`config.mk`:
```
export PLATFORM = sky130hd
export DESIGN_NAME = wake_cdr_regs
export DESIGN_NICKNAME = d
export VERILOG_FILES = /design/src/common/wake_cdr_pkg.sv /design/src/rtl/wake_cdr_regs.sv
export SDC_FILE = /design/constraint.sdc
export NUM_CORES = 1
export LEC_CHECK = 0
export BUFFER_PORTS_ARGS = -buffer_cell sky130_fd_sc_hd__buf_2
export CORE_MARGIN = 8
export CORE_UTILIZATION = 51
export DETAILED_ROUTE_END_ITERATION = 8
export GPL_TIMING_DRIVEN = 1
export PLACE_DENSITY = 0.75
export SLEW_MARGIN = 40
export SYNTH_ARGS = -nofsm -noshare
export SYNTH_HDL_FRONTEND = slang
export SYNTH_SLANG_ARGS = --single-unit
```
`constraint.sdc`:
```
create_clock -name sys_clk -period 2.1 [get_ports sys_clk]
set_clock_uncertainty 0.2 [all_clocks]
set_input_delay 0.42 -clock sys_clk [delete_from_list [all_inputs] [get_ports sys_clk]]
set_output_delay 0.42 -clock sys_clk [all_outputs]
set_load 0.1 [all_outputs]
```
`src/common/wake_cdr_pkg.sv`:
```
// Constants and types for the selective-wake and clock-recovery register bank
// Overview of operation
// - Options bit 7 picks the wake receiver, 0 for low-power and 1 for the standard receiver.
// - The wake receiver bit is only readable and writable while the trim unlock field is 11.
// - Reserved read-only bits (options 6:5, control-one 7:4 and 1, control-two 7:2) read as zero.
// - Oscillator calibration high and low bytes are read-only registers that ignore writes.
// - Filter code 00, 01, 10 in control-one bits 3:2 gives time constant 8, 16 and 32.
// - Filter code 11 adapts the constant to falling-edge distance: 2-3 gives 32, 4-8 16, 9-10 8.
// - Control-one bit 0 enables clock and data recovery when 1 and disables it when 0.
// - Control-two bits 1:0 pick a recovery clock of 80, 40, 20 or 10 MHz for codes 00 to 11.
// - A measured bit time above the upper clamp register is replaced by that clamp value.
// - A measured bit time below the lower clamp register is replaced by that clamp value.
// - Reset loads upper clamp a8, lower clamp 98 and control-one 04.
// - Each access is one 16-bit frame: 7-bit address, one mode bit, then a data byte.
package wake_cdr_pkg;

	localparam logic [6:0] OFF_OPTIONS = 7'h39;
	localparam logic [6:0] OFF_CAL_HIGH = 7'h3a;
	localparam logic [6:0] OFF_CAL_LOW = 7'h3b;
	localparam logic [6:0] OFF_CTRL_ONE = 7'h3c;
	localparam logic [6:0] OFF_CTRL_TWO = 7'h3d;
	localparam logic [6:0] OFF_UPPER = 7'h3e;
	localparam logic [6:0] OFF_LOWER = 7'h3f;

	localparam logic [7:0] RST_UPPER = 8'ha8;
	localparam logic [7:0] RST_LOWER = 8'h98;
	localparam logic [7:0] RST_CTRL_ONE = 8'h04;
	localparam logic [7:0] RST_CTRL_TWO = 8'h00;
	localparam logic [7:0] RST_OPTIONS = 8'h00;

	localparam int POS_WAKE_SEL = 7;
	localparam int POS_FILT_LO = 2;
	localparam int POS_ENABLE = 0;
	localparam int POS_MODE = 7;
	localparam int POS_DATA_LO = 8;
	localparam int FRAME_BITS = 16;
	localparam int ADDR_BITS = 8;

	localparam logic [1:0] TRIM_UNLOCKED = 2'h3;
	localparam logic [5:0] TC_8 = 6'h08;
	localparam logic [5:0] TC_16 = 6'h10;
	localparam logic [5:0] TC_32 = 6'h20;
	localparam logic [3:0] GAP_SHORT_MAX = 4'h3;
	localparam logic [3:0] GAP_MID_MAX = 4'h8;
	localparam logic [6:0] MHZ_80 = 7'h50;
	localparam logic [6:0] MHZ_40 = 7'h28;
	localparam logic [6:0] MHZ_20 = 7'h14;
	localparam logic [6:0] MHZ_10 = 7'h0a;

	typedef enum logic [1:0] {
		FILT_TC8,
		FILT_TC16,
		FILT_TC32,
		FILT_ADAPT
	} filt_code_t;

	// Settings handed to the recovery datapath
	typedef struct packed {
		logic recovery_enable;
		logic wake_receiver_select;
		logic [1:0] recovery_clock_select;
		logic [6:0] recovery_clock_mhz;
		logic [5:0] time_constant;
	} cdr_cfg_t;

endpackage

```
`src/rtl/wake_cdr_regs.sv`:
```
// Selective-wake and clock-recovery register bank with its serial frame port
`timescale 1ns/1ps
module wake_cdr_regs #(
	parameter logic [4:0] OPTIONS_PRESET = 5'h00 // Factory bits, arbitrary default
) (
	input wire logic sys_clk, // System clock, 25 MHz
	input wire logic resetn, // Synchronous reset, active low
	input wire logic csn, // Frame select, active low
	input wire logic sclk, // Serial clock, sampled
	input wire logic mosi, // Serial data in, LSB first
	output logic miso, // Serial data out
	input wire logic [1:0] trim_unlock, // Trim unlock field
	input wire logic [7:0] osc_cal_high_in, // Calibration high byte source
	input wire logic [7:0] osc_cal_low_in, // Calibration low byte source
	input wire logic [3:0] edge_gap, // Falling-edge distance in bits
	input wire logic [7:0] measured_bit_time, // Raw bit-time measurement
	input wire logic measured_valid, // Measurement strobe
	output logic [7:0] bit_time_length_value, // Clamped bit time
	output logic bit_time_valid, // Clamped value strobe
	output wake_cdr_pkg::cdr_cfg_t cfg // Recovery settings
);

	//------------------------------------------------------------
	// Register storage
	//------------------------------------------------------------
	logic wake_receiver_select;
	logic [1:0] filter_time_constant_select;
	logic recovery_enable;
	logic [1:0] recovery_clock_select;
	logic [7:0] bit_time_upper_limit;
	logic [7:0] bit_time_lower_limit;
	logic [7:0] osc_calibration_high_byte;
	logic [7:0] osc_calibration_low_byte;

	//------------------------------------------------------------
	// Frame receiver
	//------------------------------------------------------------
	logic sclk_prev;
	logic csn_prev;
	logic [4:0] bit_count;
	logic [15:0] frame;
	logic sclk_rise;
	logic sclk_fall;
	logic frame_end;
	logic write_strobe;
	logic unlocked;
	logic [6:0] addr;
	logic [7:0] wdata;
	logic [7:0] rd_byte;

	assign sclk_rise = !csn && sclk && !sclk_prev;
	assign sclk_fall = !csn && !sclk && sclk_prev;
	assign frame_end = csn && !csn_prev;
	assign addr = frame[6:0];
	assign wdata = frame[wake_cdr_pkg::POS_DATA_LO +: 8];
	assign unlocked = trim_unlock == wake_cdr_pkg::TRIM_UNLOCKED;
	// a frame of at least 16 clocks with mode bit set writes; clocks past 16 are ignored
	assign write_strobe = frame_end && bit_count == 5'(wake_cdr_pkg::FRAME_BITS)
		&& frame[wake_cdr_pkg::POS_MODE];

	always_ff @(posedge sys_clk) begin
		if (!resetn) begin
			sclk_prev <= 1'b0;
			csn_prev <= 1'b1;
		end else begin
			sclk_prev <= sclk;
			csn_prev <= csn;
		end
	end

	// shift address, mode and data, LSB first
	always_ff @(posedge sys_clk) begin
		if (!resetn) begin
			bit_count <= 5'h00;
			frame <= 16'h0000;
		end else if (csn) begin
			bit_count <= 5'h00;
		end else if (sclk_rise && bit_count < 5'(wake_cdr_pkg::FRAME_BITS)) begin
			frame[bit_count[3:0]] <= mosi;
			bit_count <= bit_count + 5'h01;
		end
	end

	//------------------------------------------------------------
	// Read path
	//------------------------------------------------------------
	always_comb begin
		rd_byte = 8'h00;
		case (addr)
			// locked selector reads as zero; bits 6:5 zero; preset
			wake_cdr_pkg::OFF_OPTIONS: rd_byte = {wake_receiver_select && unlocked,
				2'b00, OPTIONS_PRESET};
			wake_cdr_pkg::OFF_CAL_HIGH: rd_byte = osc_calibration_high_byte;
			wake_cdr_pkg::OFF_CAL_LOW: rd_byte = osc_calibration_low_byte;
			// reserved bits 7:4 and 1 stay zero
			wake_cdr_pkg::OFF_CTRL_ONE: rd_byte = {4'h0, filter_time_constant_select,
				1'b0, recovery_enable};
			wake_cdr_pkg::OFF_CTRL_TWO: rd_byte = {6'h00, recovery_clock_select};
			wake_cdr_pkg::OFF_UPPER: rd_byte = bit_time_upper_limit;
			wake_cdr_pkg::OFF_LOWER: rd_byte = bit_time_lower_limit;
			default: rd_byte = 8'h00;
		endcase
	end

	// Data byte goes out on the falling edge ahead of each data sample
	always_ff @(posedge sys_clk) begin
		if (!resetn || csn) begin
			miso <= 1'b0;
		end else if (sclk_fall && bit_count >= 5'(wake_cdr_pkg::ADDR_BITS)) begin
			miso <= rd_byte[bit_count[2:0]];
		end
	end

	//------------------------------------------------------------
	// Register writes
	//------------------------------------------------------------
	// receiver choice; written only while unlocked
	always_ff @(posedge sys_clk) begin
		if (!resetn) begin
			wake_receiver_select <= wake_cdr_pkg::RST_OPTIONS[wake_cdr_pkg::POS_WAKE_SEL];
		end else if (write_strobe && addr == wake_cdr_pkg::OFF_OPTIONS && unlocked) begin
			wake_receiver_select <= wdata[wake_cdr_pkg::POS_WAKE_SEL];
		end
	end

	// control-one resets to 04; reserved bits never stored
	always_ff @(posedge sys_clk) begin
		if (!resetn) begin
			filter_time_constant_select <=
				wake_cdr_pkg::RST_CTRL_ONE[wake_cdr_pkg::POS_FILT_LO +: 2];
			recovery_enable <= wake_cdr_pkg::RST_CTRL_ONE[wake_cdr_pkg::POS_ENABLE];
		end else if (write_strobe && addr == wake_cdr_pkg::OFF_CTRL_ONE) begin
			filter_time_constant_select <= wdata[wake_cdr_pkg::POS_FILT_LO +: 2];
			recovery_enable <= wdata[wake_cdr_pkg::POS_ENABLE];
		end
	end

	always_ff @(posedge sys_clk) begin
		if (!resetn) begin
			recovery_clock_select <= wake_cdr_pkg::RST_CTRL_TWO[1:0];
		end else if (write_strobe && addr == wake_cdr_pkg::OFF_CTRL_TWO) begin
			recovery_clock_select <= wdata[1:0];
		end
	end

	// clamp limits reset to a8 and 98
	always_ff @(posedge sys_clk) begin
		if (!resetn) begin
			bit_time_upper_limit <= wake_cdr_pkg::RST_UPPER;
			bit_time_lower_limit <= wake_cdr_pkg::RST_LOWER;
		end else if (write_strobe) begin
			if (addr == wake_cdr_pkg::OFF_UPPER) begin
				bit_time_upper_limit <= wdata;
			end
			if (addr == wake_cdr_pkg::OFF_LOWER) begin
				bit_time_lower_limit <= wdata;
			end
		end
	end

	// calibration follows its source only; host writes ignored
	always_ff @(posedge sys_clk) begin
		if (!resetn) begin
			osc_calibration_high_byte <= 8'h00;
			osc_calibration_low_byte <= 8'h00;
		end else begin
			osc_calibration_high_byte <= osc_cal_high_in;
			osc_calibration_low_byte <= osc_cal_low_in;
		end
	end

	//------------------------------------------------------------
	// Settings and clamp
	//------------------------------------------------------------
	always_ff @(posedge sys_clk) begin
		if (!resetn) begin
			cfg <= '0;
			cfg.time_constant <= wake_cdr_pkg::TC_16;
			cfg.recovery_clock_mhz <= wake_cdr_pkg::MHZ_80;
		end else begin
			// enable bit drives the recovery unit
			cfg.recovery_enable <= recovery_enable;
			cfg.wake_receiver_select <= wake_receiver_select;
			cfg.recovery_clock_select <= recovery_clock_select;
			case (recovery_clock_select)
				2'h0: cfg.recovery_clock_mhz <= wake_cdr_pkg::MHZ_80;
				2'h1: cfg.recovery_clock_mhz <= wake_cdr_pkg::MHZ_40;
				2'h2: cfg.recovery_clock_mhz <= wake_cdr_pkg::MHZ_20;
				default: cfg.recovery_clock_mhz <= wake_cdr_pkg::MHZ_10;
			endcase
			case (wake_cdr_pkg::filt_code_t'(filter_time_constant_select))
				wake_cdr_pkg::FILT_TC8: cfg.time_constant <= wake_cdr_pkg::TC_8;
				wake_cdr_pkg::FILT_TC16: cfg.time_constant <= wake_cdr_pkg::TC_16;
				wake_cdr_pkg::FILT_TC32: cfg.time_constant <= wake_cdr_pkg::TC_32;
				wake_cdr_pkg::FILT_ADAPT: begin
					if (edge_gap <= wake_cdr_pkg::GAP_SHORT_MAX) begin
						cfg.time_constant <= wake_cdr_pkg::TC_32;
					end else if (edge_gap <= wake_cdr_pkg::GAP_MID_MAX) begin
						cfg.time_constant <= wake_cdr_pkg::TC_16;
					end else begin
						cfg.time_constant <= wake_cdr_pkg::TC_8;
					end
				end
				default: cfg.time_constant <= wake_cdr_pkg::TC_16;
			endcase
		end
	end

	always_ff @(posedge sys_clk) begin
		if (!resetn) begin
			bit_time_length_value <= 8'h00;
			bit_time_valid <= 1'b0;
		end else begin
			bit_time_valid <= measured_valid;
			if (measured_valid) begin
				if (measured_bit_time > bit_time_upper_limit) begin
					bit_time_length_value <= bit_time_upper_limit;
				end else if (measured_bit_time < bit_time_lower_limit) begin
					bit_time_length_value <= bit_time_lower_limit;
				end else begin
					bit_time_length_value <= measured_bit_time;
				end
			end
		end
	end
endmodule
```
==> flow_metrics.py <==
metrics = {
    "layout": {
        "syn_to_final_growth_pct": 19.4,
        "nets": 573,
        "fillers": 684,
        "post-route-util_pct": 61.8,
        "drive_gt1_share_pct": 28.3,
        "num_antenna_cells": 0,
    },
    "synth": {
        "syn-cell-area_um2": 4190,
        "synthTopCellsByCount": "dfxtp_1, nand2_1, mux2i_1",
        "yosys-top-cells-area": "dfxtp_1, mux2i_1, ha_1",
        "yosysTopAreaCellShare_pct": 40.2,
        "netlist_instances": 443,
        "synth_edf_count": 0,
        "ys_seq_area_share_pct": 40.2,
        "synth.most_common_cell": "dfxtp_1",
        "yosys.area.top_type": "dfxtp_1",
        "synth_area_per_cell_um2": 9.45,
        "ys_ff_latch": 84,
        "postSynth.asyncResetShare_pct": 0,
        "synth_cell_types": 57,
        "ys.flop_type": "dfxtp_1",
        "ys_warn_count": 0,
    },
    "timing": {
        "hold_viol": 0,
        "timing.final.max_slew_violations": 0,
        "period_minus_slack_ns": 2.00,
        "setup_viol": 0,
        "finalCritPeriodShare_pct": 95.3,
        "fmax_mhz": 500,
        "holdWs_ns": 0.0592,
        "setup_ws_ns": 0.0995,
    },
    "detailed_routing": {
        "via_per_inst": 5.34,
        "first_iter_violations": 181,
        "drc_errors": 0,
        "via_count": 3356,
        "routed_wl_um": 9790,
        "antenna_left": 0,
        "wl_per_cell_um": 15.6,
        "dr.pass1.iters": 4,
    },
    "cts": {
        "hold_buffers": 0,
        "cts_tree": "yes",
        "cts.sinks": 84,
        "clock_path_buffers": 2,
        "clock_latency_ns": 0.37,
        "cts_root_buf": "clkbuf_8",
        "clk_pin_slew_worst_paths_ns": 0.09,
        "numCtsBuffers": 9,
        "htreeDepth": 3,
    },
    "worst_setup_path": {
        "cp_data_required_time_ns": 2.17,
        "crit_path_top_delay_cell": "dfxtp_1",
        "cp.arrival_ns": 2.07,
        "path_delay_family": "compound AO/OA/AOI/OAI gates",
        "cp.depth": 7,
        "worstSetupStartpointType": "flop",
        "cp-end-kind": "flop",
        "crit_type": "flop to flop",
        "crit_chain": "inv_1, ha_4, a21o_2, a211oi_2, o221ai_2, and2_2, o311ai_1",
        "cp_num_buf_inv": 1,
        "worst-r2r-cell-count": 7,
        "cpPeakStageDelay_ns": 0.34,
        "cp_max_fo": 8,
    },
    "power": {
        "intPower_mw": 2.20,
        "p_sw_share_pct": 28.8,
        "leakagePower_nw": 2.25,
        "power.switching_mw": 0.891,
        "p_comb_share_pct": 12.1,
        "pwr-share-seq_pct": 53.0,
        "p_per_area_nw_per_um2": 618,
        "peakVddDrop_mv": 0.329,
        "power_frac_clock_pct": 34.9,
    },
    "grt": {
        "grt_pass1_vias": 3342,
        "grtUsageTotal_pct": 17.2,
        "gr-total-overflow": 0,
        "antenna_found_initial": 0,
        "grt_pass1_wl_um": 15900,
        "grt_max_degree": 81,
    },
    "floorplanning": {
        "fp-row-count": 33,
        "ioPinCount": 63,
        "dieArea_um2": 11400,
        "start_util_pct": 51.7,
        "core_area_um2": 8090,
        "die_w_um": 107,
        "die_h_um": 107,
    },
    "min_path": {
        "hold_depth": 2,
        "hold_class": "input pin to flop",
    },
    "placement": {
        "pre_cts_slack_ns": -0.192,
        "io_buffers": 58,
        "hpwl_um": 7400,
        "place_congestion": 0.857,
    },
    "job": {
        "maxCapViolCount": 0,
    },
    "outcome": {
        "status": "finished clean",
    },
}
-- power by group through the flow --
stage | Combinational (mW) | Clock [mW] | Sequential, mW
floorplan | 0.189 | 0 | 1.75
global placement | 0.350 | 0 | 1.67
detailed placement | 0.359 | 0 | 1.67
CTS | 0.360 | 1.10 | 1.64
global route | 0.398 | 1.17 | 1.64
finish | 0.373 | 1.08 | 1.64
-- metal layers --
layer	wire length, µm	vias up	GRT usage, %
met1	4120	1556	19.9
met2	4800	92	29.2
met5	0	-	0
met3	604	23	4.86
met4	264	0	7.34
li1	-	1685	-
-- layout by cell type (no fill, tap or decap), types with 4 or more instances in the layout --
cell | synthesis | final
nand2_1 | 44 | 44
clkbuf_8 | 0 | 9
a21boi_0 | 11 | 11
a21oi_1 | 10 | 8
buf_2 | 5 | 58
and2_1 | 24 | 23
ha_4 | 0 | 4
dfxtp_1 | 84 | 77
nor2_1 | 15 | 14
and4b_1 | 4 | 4
inv_1 | 23 | 22
nand3_1 | 27 | 27
o311ai_1 | 6 | 6
and3_1 | 10 | 10
mux2i_1 | 41 | 41
buf_4 | 7 | 32
nor2b_1 | 24 | 24
mux2_2 | 4 | 4
nand3b_1 | 10 | 10
dfxtp_2 | 0 | 7
ha_1 | 19 | 14
conb_1 | 1 | 4
-- logic make-up (layout without fill, tap and decap cells) --
group	count (synthesis)	count (layout)	synth area share [%]
AND/OR/NAND/NOR	179	179	24.3
flip-flops	84	84	40.2
buffers and inverters	56	133	6.40
AO/OA/AOI/OAI	53	53	10.3
multiplexers	48	48	12.5
adder cells (fa/ha/maj)	19	19	5.68
XOR/XNOR	3	3	0.628
other	1	4	0.0896
-- per-stage QoR --
step | TNS, ns | std cells | power [mW] | area [µm²]
floorplan | 0 | 446 | 1.94 | 4210
global placement | -0.809 | 611 | 2.02 | 4730
detailed placement | -1.23 | 611 | 2.03 | 4730
CTS | 0 | 627 | 3.10 | 4910
global route | -0.0123 | 628 | 3.21 | 5000
finish | 0 | 628 | 3.09 | 5000
-- layout make-up --
type / instances / area, µm² / share of cell area (%)
Multi-Input combinational cell: 306 / 2320 / 46.5
Sequential cell: 84 / 1690 / 33.8
Timing Repair Buffer: 94 / 584 / 11.7
Tap cell: 105 / 131 / 2.63
Clock buffer: 9 / 124 / 2.48
Inverter: 23 / 86.3 / 1.73
Clock inverter: 7 / 57.6 / 1.15
-- timing repair --
action	4_1_cts	5_1_grt
resized for setup	0	23
setup endpoints to repair	0	17
buffers inserted	0	1
-- state kept, by name, summed over array words and instances, names as in the netlist, 5 cells and up --
signal / flops
frame: 16
bit_time_length_value: 8
osc_calibration_low_byte: 8
bit_time_upper_limit: 8
bit_count: 5
bit_time_lower_limit: 8
osc_calibration_high_byte: 8
cfg: 13
-- worst paths after layout --
path	to	from	slack [ns]
max	bit_time_length_value[1]	bit_time_upper_limit[2]	0.1
min	osc_calibration_high_byte[7]	osc_cal_high_in[7]	0.06
max reg2reg	bit_time_length_value[1]	bit_time_upper_limit[2]	0.1
min reg2reg	frame[7]	frame[7]	0.28
(Power assumes the default switching activity.)
